==> src/tbc_regs.svh <==
// Constants for the trigger and break controller: widths, mode codes, reset values and depths.
// Assumes inclusion by bare name from the package, checker, core model and bench files; holds definitions only.
`ifndef TBC_REGS_SVH
`define TBC_REGS_SVH

// ****************************************************************
// Trigger-mode codes (four-bit field of the trigger control word)
// ****************************************************************
`define TBC_MODE_A_ONLY      4'h0
`define TBC_MODE_A_OR_B      4'h1
`define TBC_MODE_A_THEN_B    4'h2
`define TBC_MODE_EVENT_B     4'h3
`define TBC_MODE_A_THEN_EV_B 4'h4
`define TBC_MODE_A_AND_B     4'h5
`define TBC_MODE_A_AND_NOT_B 4'h6
`define TBC_MODE_INSIDE      4'h7
`define TBC_MODE_OUTSIDE     4'h8

// ****************************************************************
// FIFO geometry and reset values
// ****************************************************************
`define TBC_FIFO_DEPTH 4'h8
`define TBC_FIFO_AW    3
`define TBC_CNT_RESET  4'h0
`define TBC_WORD_W     17
`define TBC_COF_DEC    17'h00002

`endif

==> src/tbc_pkg.sv <==
// Types shared by the trigger and break controller and its capture memory.
// Assumes tbc_regs.svh is on the include path.
`include "tbc_regs.svh"

package tbc_pkg;

    // Control bits that software sets up before a run.
    typedef struct packed {
        logic module_enable;          // Enables arming, triggering and capture.
        logic arm_request;            // Request to arm the run.
        logic capture_after_trigger;  // Begin-type run when set.
        logic opcode_qualify_sel;     // Qualify matches with opcode tracking.
        logic break_enable;           // Allow CPU break requests.
        logic tag_break_sel;          // Tag-type break when set, force-type when clear.
        logic read_write_enable_a;    // Enables read/write selection in full modes.
        logic read_write_a;           // Read when set, write when clear.
        logic [3:0] trigger_mode;     // Trigger mode code.
    } tbc_ctrl_t;

    // Raw comparator and opcode-tracking inputs for one bus cycle.
    typedef struct packed {
        logic match_a;                // Comparator A raw match.
        logic match_b_read;           // Comparator B match against read data.
        logic match_b_write;          // Comparator B match against write data.
        logic match_b_addr;           // Comparator B match against the address bus.
        logic opcode_a;               // Opcode at A's address executed.
        logic opcode_b;               // Opcode at B's address executed.
        logic is_write;               // Current bus cycle is a write.
    } tbc_match_t;

    // Run state; Gray codes along idle, armed, capturing.
    typedef enum logic [1:0] {
        TBC_IDLE    = 2'b00,
        TBC_ARMED   = 2'b01,
        TBC_CAPTURE = 2'b11
    } tbc_state_t;

endpackage

==> src/tbc_capture_mem.sv <==
// Eight-word capture memory that overwrites its oldest entry once full.
// Assumes one clock; write and shift requests come from the controller.
`timescale 1ns/1ps

module tbc_capture_mem
    import tbc_pkg::*;
(
    input wire logic CLOCK,
    input wire logic SRST,
    input wire logic clear,
    input wire logic write,
    input wire logic [`TBC_WORD_W-1:0] wdata,
    input wire logic shift,
    output logic [`TBC_WORD_W-1:0] rdata
);
    // ****************************************************************
    // Storage and pointers
    // ****************************************************************
    logic [`TBC_WORD_W-1:0] mem [0:7];  // Circular storage.
    logic [`TBC_FIFO_AW-1:0] wr_ptr;    // Next location written.
    logic [`TBC_FIFO_AW-1:0] rd_ptr;    // Oldest location.
    logic [3:0] fill;                   // Number of words held.
    wire full = (fill == `TBC_FIFO_DEPTH);
    wire drop_oldest = write && full;   // Oldest falls out when full.

    // Writes store at the write pointer; no reset needed for data.
    always_ff @(posedge CLOCK) begin
        if (write) begin
            mem[wr_ptr] <= wdata;
        end
    end

    // Pointer and fill bookkeeping.
    always_ff @(posedge CLOCK) begin
        if (SRST || clear) begin
            wr_ptr <= '0;
            rd_ptr <= '0;
            fill <= `TBC_CNT_RESET;
        end else begin
            if (write) begin
                wr_ptr <= wr_ptr + 3'h1;
            end
            if (drop_oldest || (shift && !write && fill != 4'h0)) begin
                rd_ptr <= rd_ptr + 3'h1;
            end
            if (write && !full) begin
                fill <= fill + 4'h1;
            end else if (shift && !write && fill != 4'h0) begin
                fill <= fill - 4'h1;
            end
        end
    end

    // Read data comes out of a register.
    always_ff @(posedge CLOCK) begin
        if (SRST) begin
            rdata <= '0;
        end else begin
            rdata <= mem[rd_ptr];
        end
    end
endmodule

==> src/tbc_trigger_break.sv <==
// Trigger and break controller of the in-circuit debug unit.
// Assumes comparator matches and change-of-flow indicators arrive synchronous to CLOCK from the core.
`timescale 1ns/1ps

module tbc_trigger_break
    import tbc_pkg::*;
(
    input wire logic CLOCK,
    input wire logic SRST,
    input wire tbc_ctrl_t CTRL,
    input wire logic ARM_WRITE_ZERO,
    input wire tbc_match_t MATCH,
    input wire logic [1:0] CORE_COF,
    input wire logic [`TBC_WORD_W-1:0] CORE_ADDR,
    input wire logic [7:0] CORE_DATA,
    input wire logic FIFO_SHIFT,
    output logic ARM_REQUEST,
    output logic ARMED_FLAG,
    output logic MATCH_A_FLAG,
    output logic MATCH_B_FLAG,
    output logic MATCH_C_FLAG,
    output logic [3:0] FIFO_COUNT,
    output logic [`TBC_WORD_W-1:0] FIFO_DATA,
    output logic FORCE_BREAK,
    output logic TAG_BREAK
);
    // ****************************************************************
    // Mode decode
    // ****************************************************************
    wire [3:0] mode = CTRL.trigger_mode;
    // Event-only modes skip opcode qualification and are always begin runs.
    wire event_only = (mode == `TBC_MODE_EVENT_B) || (mode == `TBC_MODE_A_THEN_EV_B);
    wire full_mode = (mode == `TBC_MODE_A_AND_B) || (mode == `TBC_MODE_A_AND_NOT_B);
    wire begin_run = CTRL.capture_after_trigger || event_only;
    wire then_mode = (mode == `TBC_MODE_A_THEN_B) || (mode == `TBC_MODE_A_THEN_EV_B);

    // ****************************************************************
    // Comparator qualification
    // ****************************************************************
    // Full modes compare B against write data only for a selected write.
    wire sel_write = CTRL.read_write_enable_a && !CTRL.read_write_a;
    wire full_b = sel_write ? (MATCH.match_b_write && MATCH.is_write)
                            : (MATCH.match_b_read && !MATCH.is_write);
    wire full_a = CTRL.read_write_enable_a ? (MATCH.match_a && (MATCH.is_write == !CTRL.read_write_a))
                                           : MATCH.match_a;
    wire raw_a = full_mode ? full_a : MATCH.match_a;
    wire raw_b_pre = full_mode ? full_b : MATCH.match_b_addr;
    wire raw_b = (mode == `TBC_MODE_A_AND_NOT_B) ? !raw_b_pre : raw_b_pre;
    // Opcode tracking gates matches unless the mode is event-only.
    wire use_opcode = CTRL.opcode_qualify_sel && !event_only;
    wire qual_a = raw_a && (!use_opcode || MATCH.opcode_a);
    wire qual_b = raw_b && (!use_opcode || MATCH.opcode_b);

    // ****************************************************************
    // Trigger-mode evaluation
    // ****************************************************************
    logic seen_a;         // A has matched in a then-mode.
    logic set_a;          // A flag set this cycle.
    logic set_b;          // B flag set this cycle.
    logic trig;           // Trigger condition met.

    // Per-mode flag and trigger decode.
    always_comb begin
        set_a = 1'b0;
        set_b = 1'b0;
        trig = 1'b0;
        unique case (mode)
            `TBC_MODE_A_ONLY: begin
                set_a = qual_a;
                trig = qual_a;
            end
            `TBC_MODE_A_OR_B: begin
                set_a = qual_a;
                set_b = qual_b;
                trig = qual_a || qual_b;
            end
            `TBC_MODE_A_THEN_B, `TBC_MODE_A_THEN_EV_B: begin
                set_a = qual_a;
                set_b = qual_b && seen_a;
                trig = qual_b && seen_a;
            end
            `TBC_MODE_EVENT_B: begin
                set_b = qual_b;
                trig = qual_b;
            end
            `TBC_MODE_A_AND_B, `TBC_MODE_A_AND_NOT_B, `TBC_MODE_INSIDE: begin
                set_a = qual_a && qual_b;
                set_b = qual_a && qual_b;
                trig = qual_a && qual_b;
            end
            `TBC_MODE_OUTSIDE: begin
                set_a = qual_a;
                set_b = qual_b;
                trig = qual_a || qual_b;
            end
            default: begin
                trig = 1'b0;
            end
        endcase
    end

    // ****************************************************************
    // Run state machine
    // ****************************************************************
    tbc_state_t state;
    tbc_state_t next_state;
    wire arm_go = CTRL.module_enable && CTRL.arm_request && !ARM_REQUEST;
    wire arm_start = (state == TBC_IDLE) && CTRL.module_enable && CTRL.arm_request;
    wire armed_now = (state != TBC_IDLE);
    wire end_trigger = (state == TBC_ARMED) && !begin_run && trig;
    wire begin_trigger = (state == TBC_ARMED) && begin_run && trig;
    wire fifo_full = (FIFO_COUNT == `TBC_FIFO_DEPTH);
    wire fill_done = (state == TBC_CAPTURE) && fifo_full;
    wire run_done = end_trigger || fill_done;
    wire abort = !CTRL.module_enable || ARM_WRITE_ZERO;

    // Next run state.
    always_comb begin
        next_state = state;
        unique case (state)
            TBC_IDLE: begin
                if (arm_start) begin
                    next_state = TBC_ARMED;
                end
            end
            TBC_ARMED: begin
                if (abort || end_trigger) begin
                    next_state = TBC_IDLE;
                end else if (begin_trigger) begin
                    next_state = TBC_CAPTURE;
                end
            end
            TBC_CAPTURE: begin
                if (abort || fill_done) begin
                    next_state = TBC_IDLE;
                end
            end
            default: begin
                next_state = TBC_IDLE;
            end
        endcase
    end

    // State register; any reset ends the run in progress.
    always_ff @(posedge CLOCK) begin
        if (SRST) begin
            state <= TBC_IDLE;
        end else begin
            state <= next_state;
        end
    end

    // Arm request follows software, cleared by completion or reset.
    always_ff @(posedge CLOCK) begin
        if (SRST || ARM_WRITE_ZERO || run_done) begin
            ARM_REQUEST <= 1'b0;
        end else if (arm_go) begin
            ARM_REQUEST <= 1'b1;
        end
    end

    // Armed flag mirrors the state and drops whenever disabled.
    always_ff @(posedge CLOCK) begin
        if (SRST) begin
            ARMED_FLAG <= 1'b0;
        end else begin
            ARMED_FLAG <= (next_state != TBC_IDLE) && CTRL.module_enable;
        end
    end

    // A-then tracking remembers the first A match of the run.
    always_ff @(posedge CLOCK) begin
        if (SRST || arm_start) begin
            seen_a <= 1'b0;
        end else if (then_mode && qual_a && armed_now) begin
            seen_a <= 1'b1;
        end
    end

    // ****************************************************************
    // Match flags
    // ****************************************************************
    // Arming clears all flags; matches while armed set the A and B flags.
    always_ff @(posedge CLOCK) begin
        if (SRST || arm_start) begin
            MATCH_A_FLAG <= 1'b0;
            MATCH_B_FLAG <= 1'b0;
            MATCH_C_FLAG <= 1'b0;
        end else if (state == TBC_ARMED) begin
            MATCH_A_FLAG <= MATCH_A_FLAG || set_a;
            MATCH_B_FLAG <= MATCH_B_FLAG || set_b;
        end
    end

    // ****************************************************************
    // Capture path
    // ****************************************************************
    logic [`TBC_WORD_W-1:0] prev_addr;  // Address of the previous cycle.
    // Branch source is the previous address less two.
    wire [`TBC_WORD_W-1:0] branch_src = prev_addr - `TBC_COF_DEC;
    wire cof_hit = CORE_COF[1] || CORE_COF[0];
    wire [`TBC_WORD_W-1:0] cof_word = CORE_COF[1] ? CORE_ADDR : branch_src;
    wire [`TBC_WORD_W-1:0] event_word = {9'h000, CORE_DATA};
    // End runs store up to and including the trigger cycle; begin runs after trigger.
    wire store_end = (state == TBC_ARMED) && !begin_run && cof_hit && !abort;
    wire store_begin_cof = (state == TBC_CAPTURE) && !event_only && cof_hit && !fifo_full;
    wire store_event = (state == TBC_CAPTURE) && event_only && set_b && !fifo_full;
    wire store = store_end || store_begin_cof || store_event;
    wire [`TBC_WORD_W-1:0] store_word = event_only ? event_word : cof_word;
    // Reads only shift the memory while the run is not armed.
    wire shift_ok = FIFO_SHIFT && !armed_now && CTRL.module_enable;

    // Previous address register for branch-source reconstruction.
    always_ff @(posedge CLOCK) begin
        if (SRST) begin
            prev_addr <= '0;
        end else begin
            prev_addr <= CORE_ADDR;
        end
    end

    // Valid count stops at eight and clears on arming.
    always_ff @(posedge CLOCK) begin
        if (SRST || arm_start) begin
            FIFO_COUNT <= `TBC_CNT_RESET;
        end else if (store && FIFO_COUNT != `TBC_FIFO_DEPTH) begin
            FIFO_COUNT <= FIFO_COUNT + 4'h1;
        end
    end

    // Capture memory drops its oldest word when written full.
    tbc_capture_mem u_mem (
        .CLOCK(CLOCK),
        .SRST(SRST),
        .clear(arm_start),
        .write(store),
        .wdata(store_word),
        .shift(shift_ok),
        .rdata(FIFO_DATA)
    );

    // ****************************************************************
    // Break requests
    // ****************************************************************
    // Tag breaks in full end runs look at A alone.
    wire tag_src = full_mode ? qual_a : trig;
    wire end_break = (state == TBC_ARMED) && !begin_run && CTRL.break_enable;
    wire begin_break = fill_done && CTRL.break_enable;

    // Force break is a one-cycle pulse; tag break marks the queue.
    always_ff @(posedge CLOCK) begin
        if (SRST) begin
            FORCE_BREAK <= 1'b0;
            TAG_BREAK <= 1'b0;
        end else begin
            FORCE_BREAK <= !CTRL.tag_break_sel && ((end_break && trig) || begin_break);
            TAG_BREAK <= CTRL.tag_break_sel && ((end_break && tag_src) || begin_break);
        end
    end
endmodule

==> config.mk <==
export PLATFORM = sky130hd
export DESIGN_NAME = tbc_trigger_break
export DESIGN_NICKNAME = d
export VERILOG_FILES = /design/src/tbc_pkg.sv /design/src/tbc_capture_mem.sv /design/src/tbc_trigger_break.sv
export VERILOG_INCLUDE_DIRS = /design/src
export SDC_FILE = /design/constraint.sdc
export NUM_CORES = 1
export LEC_CHECK = 0
export BUFFER_PORTS_ARGS = -buffer_cell sky130_fd_sc_hd__buf_2
export CORE_MARGIN = 3
export CORE_UTILIZATION = 59
export DETAILED_ROUTE_END_ITERATION = 6
export PLACE_DENSITY = 0.81
export SKIP_CTS_REPAIR_TIMING = 1
export SLEW_MARGIN = 20
export SYNTH_ARGS = -nofsm -noshare
export SYNTH_HDL_FRONTEND = slang
export SYNTH_SLANG_ARGS = --single-unit
==> constraint.sdc <==
create_clock -name CLOCK -period 5.1 [get_ports CLOCK]
set_clock_uncertainty 0.05 [all_clocks]
set_input_delay 0 -clock CLOCK [delete_from_list [all_inputs] [get_ports CLOCK]]
set_output_delay 0 -clock CLOCK [all_outputs]
set_load 0.02 [all_outputs]
; After elaboration in Yosys (flattened, before gate mapping)
; Memory sizes are Yosys's and may differ from the RTL's. A register that Yosys moved wholly into a read port is not among the register bits.
; Index checks and enable logic that the tools add are counted.
[word_totals]
register_bits = 40
ramBits = 136
in_bits = 50
out_inout_bits = 28
memories = 1
[classes]
add_sub_neg = 6
eq_ne = 14
n_mux = 20
reduce_logical = 89
[memory_table]
columns = name, depth, width, rd, rd_clocked_by_memory_dff, write_ports, line
row1 = u_mem.mem, 8, 17, 1, 1, 1, tbc_capture_mem.sv:19  ; logic [`TBC_WORD_W-1:0] mem [0:7];
[ops]
columns = op, n
row1 = $logic_and A1 B1 Y1, 42
row2 = $mux W17, 2
row3 = $logic_or A1 B1 Y1, 22
row4 = $sub A17 B2 Y17 const B, 1
row5 = $eq A4 B3 Y1 const B, 4
row6 = $logic_not A1 Y1, 14
row7 = $eq A4 B4 Y1 const B, 3
row8 = $add A4 B1 Y4 const B, 2
row9 = $eq A4 B2 Y1 const B, 2
row10 = $mux W1, 8
row11 = $mux W2, 4
row12 = $mux W4, 2
row13 = $add A3 B1 Y3 const B, 2
row14 = $pmux W2 S3, 1
row15 = $reduce_bool A2 Y1, 3
row16 = $reduce_or A3 Y1, 2
row17 = $pmux W1 S5, 1
row18 = $reduce_or A5 Y1, 1
row19 = $eq A4 B1 Y1 const B, 1
row20 = $logic_not A4 Y1, 1
row21 = $ne A4 B4 Y1 const B, 1
row22 = $reduce_bool A4 Y1, 1
row23 = $reduce_or A2 Y1, 2
row24 = $sub A4 B1 Y4 const B, 1
row25 = other kinds (6), 6

; Logic depth before layout (Yosys ltp)
[depth]
depth_word = 17
depth_mapped = 13
ltp_nobuf = 13

; By module
; A second synthesis with hierarchy kept.
[unflattened]
cells_unflattened = 566
area_unflattened_um2 = 8172.8
[modules_own_cells]
columns = module, n_inst, cells_per_inst, area_per_inst_um2, seq_area_each_um2
row1 = tbc_capture_mem, 1, 308, 6139.6, 4624.4
row2 = tbc_trigger_break, 1, 258, 2033.2, 600.6

; Worst setup path before layout
; Ideal clock, no wire load.
[synth_path]
kind = register -> register
startpoint = register FIFO_COUNT[0]
endpoint = memory u_mem.mem[2][0] (netlist name), enable pin
setup_time_ns = 0.441
t_arrival_ns = 3.574
slack_ns = 1.035
stages_incl_launch_ff = 9
path_buffers = 1
period_less_slack_ns = 4.065
cell_sequence = dfxtp_1 > inv_1 > ha_1 > and3b_1 > nor2_1 > nand3_1 > o21a_1 > buf_6 > nor4b_1
[synth_between]
elab_chain_cells = 7
[synth_rtl]
columns = item, line
row1 = from (decl), tbc_trigger_break.sv:22  ; output logic [3:0] FIFO_COUNT,
row2 = from (signal assigned), tbc_trigger_break.sv:225  ; FIFO_COUNT <= `TBC_CNT_RESET;
row3 = from (signal assigned), tbc_trigger_break.sv:227  ; FIFO_COUNT <= FIFO_COUNT + 4'h1;
row4 = $eq A4 B4 Y1 (no line) *, n/a
row5 = $logic_not A1 Y1 *, "tbc_trigger_break.sv:206, tbc_trigger_break.sv:207"
row6 = $logic_and A1 B1 Y1, tbc_trigger_break.sv:206  ; wire store_begin_cof = (state == TBC_CAPTURE) && !event_only && cof_hit && !fifo_full;
row7 = $logic_or A1 B1 Y1, tbc_trigger_break.sv:208  ; wire store = store_end || store_begin_cof || store_event;
row8 = $logic_or A1 B1 Y1 *, tbc_trigger_break.sv:208
row9 = $mux W1 *, tbc_capture_mem.sv:28  ; if (write) begin
row10 = $mux W1 (implied by the code) *, tbc_capture_mem.sv:29  ; mem[wr_ptr] <= wdata;
row11 = to (decl), tbc_capture_mem.sv:19
; Mark *: on every way between the ends. The rest lies on a longest branch, timed or not.

; Final worst setup path
[layout_path]
startpoint = register FIFO_COUNT[0]
endpoint = register u_mem.fill[3]
[layout_between]
elab_chain_cells = 9
[layout_rtl]
columns = item, line
row1 = $eq A4 B4 Y1 (no line) *, n/a
row2 = $logic_not A1 Y1 *, "tbc_trigger_break.sv:206, tbc_trigger_break.sv:207"
row3 = $logic_and A1 B1 Y1, tbc_trigger_break.sv:206
row4 = $logic_or A1 B1 Y1, tbc_trigger_break.sv:208
row5 = $logic_or A1 B1 Y1 *, tbc_trigger_break.sv:208
row6 = $logic_not A1 Y1, tbc_capture_mem.sv:48  ; end else if (shift && !write && fill != 4'h0) begin
row7 = $logic_and A1 B1 Y1 (2 in a row), tbc_capture_mem.sv:48
row8 = $reduce_bool A2 Y1 (no line), n/a
row9 = to (signal assigned), tbc_capture_mem.sv:38  ; fill <= `TBC_CNT_RESET;
row10 = to (signal assigned), tbc_capture_mem.sv:47  ; fill <= fill + 4'h1;
row11 = to (signal assigned), tbc_capture_mem.sv:49  ; fill <= fill - 4'h1;
row12 = to (decl), tbc_capture_mem.sv:22  ; logic [3:0] fill;
; Marked as above.
; A chain may end at the register's enable or synchronous reset.

==> flow_metrics.py <==
metrics = {
    "final_layout": {
        "layout.area.seq_sq_um": 5230,
        "post-route-cell-area_sq_um": 9510,
        "diodes": 0,
        "multi_input_comb_area_sq_um": 2710,
        "drive_above_1_share_pct": 25.3,
        "finalNetCount": 729,
        "area_growth_pct": 17.9,
        "fillers": 845,
    },
    "worst_hold_path": {
        "hold_path_class": "primary input to flip-flop",
    },
    "worst_setup_path": {
        "slowest_stage": "dfxtp_1",
        "path_delay_family": "compound AO/OA/AOI/OAI gates",
        "path_class": "flip-flop to flip-flop",
        "reg2reg_slack_ns": 1.85,
        "critPathBufInv": 1,
        "crit_fanout": 7,
        "max_stage_delay_ns": 0.42,
        "required_ns": 5.39,
        "critPathArrivalTime_ns": 3.54,
        "critPathLaunchType": "flip-flop",
        "cp-end-kind": "flip-flop",
        "cp_cell_sequence": "inv_1 -> ha_1 -> and3b_1 -> nor2_1 -> nand3_1 -> o21ai_2 -> nand2_1 -> ha_1 -> a21o_1 -> a21o_1 -> a31o_2 -> a211oi_1",
    },
    "pwr": {
        "total_leakage_power_nw": 3.30,
        "ir_drop_mv": 0.247,
        "power_density_nw_per_um2": 341,
    },
    "floorplanning": {
        "ioPinCount": 78,
        "die-area_sq_um": 15100,
        "die_height_um": 123,
        "die_x_um": 123,
        "coreArea_sq_um": 13300,
        "rows": 42,
        "initial_core_util_pct": 60.7,
    },
    "sta": {
        "hold_slack_ns": -0.0308,
        "slew_viol_final": 0,
        "hold_viol_final": 1,
        "rsz0062_at_grt": "no",
        "slew_headroom_pct": 27.1,
        "fmax_mhz": 307,
        "finalSetupTns_ns": 0,
        "finalSetupViolCount": 0,
        "layout_worst_path_cycle_share_pct": 63.8,
        "setup_ws_ns": 1.85,
        "tightest_slew_ns": 1.08,
        "fin_crit_ns": 3.25,
    },
    "clock_tree": {
        "cts_root_buf": "clkbuf_16",
        "numCtsBuffers": 17,
        "cts_tree": "done",
        "htree_levels": 4,
        "cts_buffer_depth": 2,
        "clk_pin_slew_worst_paths_ns": 0.07,
        "clock_sinks": 193,
        "clk_latency_ns": 0.43,
    },
    "synth": {
        "synth_compound_area_share_pct": 6.84,
        "synth_xor_area_share_pct": 2.17,
        "synth.avg_cell_area_sq_um": 14.2,
        "yosys_most_used_dff": "edfxtp_1",
        "synth_nets": 625,
        "syn_inst": 567,
        "yosysSeqAreaShare_pct": 64.8,
        "synth_area_leader_cell": "edfxtp_1",
        "muxShareOfSynthArea_pct": 12.1,
        "synth.area.top_cells": "edfxtp_1, dfxtp_1, mux4_2",
        "synth_common_cells": "edfxtp_1, dfxtp_1, nor2_1, mux4_2, a21oi_1",
        "ys_ff_latch": 193,
        "yosysMostFrequentCell": "edfxtp_1",
        "yosys.area.top_type_share_pct": 50.6,
        "yosys.area_share.adder_pct": 1.46,
        "synth_top_family_by_area": "multiplexers",
        "synth_simple_gate_area_share_pct": 10.5,
        "syn-cell-area_sq_um": 8070,
        "synthArstFlopShare_pct": 0,
        "synth_edf_count": 136,
        "synth_cell_type_count": 61,
        "synth_warnings": 0,
    },
    "drt": {
        "first_pass_iters": 5,
        "vias": 5159,
        "wl_per_cell_um": 20.7,
        "ant_nets": 0,
        "routed_via_density": 6.00,
        "drt_wl_total_um": 17800,
        "drt_iter0_drc": 418,
        "drc": 0,
    },
    "place": {
        "gp_congestion": 0.864,
        "dpl_cell_area_sq_um": 8680,
        "place_hpwl_um": 11300,
        "place_ws_ns": 1.89,
        "port_buffers": 76,
    },
    "global_routing": {
        "grt_max_degree": 41,
        "grt_pass1_wl_um": 27700,
        "grt_pass1_vias": 5041,
        "grt_use_total_pct": 24.7,
        "antenna_found_initial": 0,
        "grt.overflow.total": 0,
    },
    "outcome": {
        "status": "complete, but fails checks",
        "failed_checks": "negative hold slack",
    },
    "flow_run": {
        "cap_viol_max_count": 0,
    },
}
## through the flow
step	util (%)	instances	power (mW)
after floorplan	-	567	1.87
after global placement	65.2	803	1.93
after detailed placement	65.3	803	1.94
after CTS	69.7	835	3.24
after global routing	71.6	860	3.34
final	71.6	860	3.24
## worst register-to-register path: stages (launching register included)
cell and delay [ns]:
dfxtp_1 0.42, inv_1 0.07, ha_1 0.20, and3b_1 0.22
nor2_1 0.30, nand3_1 0.20, o21ai_2 0.34, nand2_1 0.20
ha_1 0.33, a21o_1 0.18, a21o_1 0.19, a31o_2 0.24
a211oi_1 0.23
## cells in the final DEF (no fill, tap or decap), types with 12 or more instances in the layout
cell and count:
dlygate4sd3_1 25, buf_2 76, edfxtp_1 136, nand2_1 27, nor3_1 13, xnor2_1 12, buf_4 12, nor2b_1 20
clkbuf_16 17, o21ai_0 18, dfxtp_1 55, inv_1 12, mux2i_1 21, mux4_2 34, a21oi_1 30, nor2_1 52
## power by group
part | total [mW] | internal (mW) | switching [mW]
Sequential | 1.72 | 1.71 | 0.00897
Clock | 1.32 | 0.731 | 0.586
Combinational | 0.203 | 0.0740 | 0.129
## flip-flops by register name, summed over array words and instances, names as in the netlist
| signal | count |
|---|---|
| u_mem.mem | 136 |
| prev_addr | 17 |
| u_mem.rdata | 17 |
| FIFO_COUNT | 4 |
| u_mem.fill | 4 |
| u_mem.rd_ptr | 3 |
| u_mem.wr_ptr | 3 |
| state | 2 |
| ARMED_FLAG | 1 |
| ARM_REQUEST | 1 |
| FORCE_BREAK | 1 |
| MATCH_A_FLAG | 1 |
| MATCH_B_FLAG | 1 |
| TAG_BREAK | 1 |
| seen_a | 1 |
## worst paths after layout
kind	start	endpoint	cells past startpoint
min	CTRL[5]	seen_a$_SDFFE_PP0P_	4
max reg2reg	FIFO_COUNT[0]$_SDFFE_PP0P_	u_mem.fill[3]$_SDFFE_PP0P_	12
min reg2reg	MATCH_B_FLAG$_SDFFE_PP0P_	MATCH_B_FLAG$_SDFFE_PP0P_	2
max	FIFO_COUNT[0]$_SDFFE_PP0P_	u_mem.fill[3]$_SDFFE_PP0P_	12
## metal layers
layer  share of wire [%]  vias up  wire length (um)  GRT usage (%)
met5                   0        -                 0              0
met4                 1.4        0               257           8.26
met3                 5.9       19              1040           4.44
met2                  50      196              8980           40.0
met1                  42     2591              7510           34.3
li1                    -     2353                 -              -
## cells by family (layout without fill, tap and decap cells)
logic type | Yosys count | count (layout)
buffers and inverters | 40 | 157
multiplexers | 55 | 55
flip-flops | 193 | 193
adder cells (fa/ha/maj) | 9 | 9
XOR/XNOR | 20 | 20
AO/OA/AOI/OAI | 85 | 85
other | 1 | 1
AND/OR/NAND/NOR | 164 | 164
## final cells by class
class,count,share of cell area (%)
Clock buffer,18,4.51
Clock inverter,14,1.67
Inverter,12,0.473
Multi-Input combinational cell,334,28.5
Sequential cell,193,54.9
Tap cell,176,2.31
Timing Repair Buffer,113,7.57
Power figures use the tool's default switching activity.
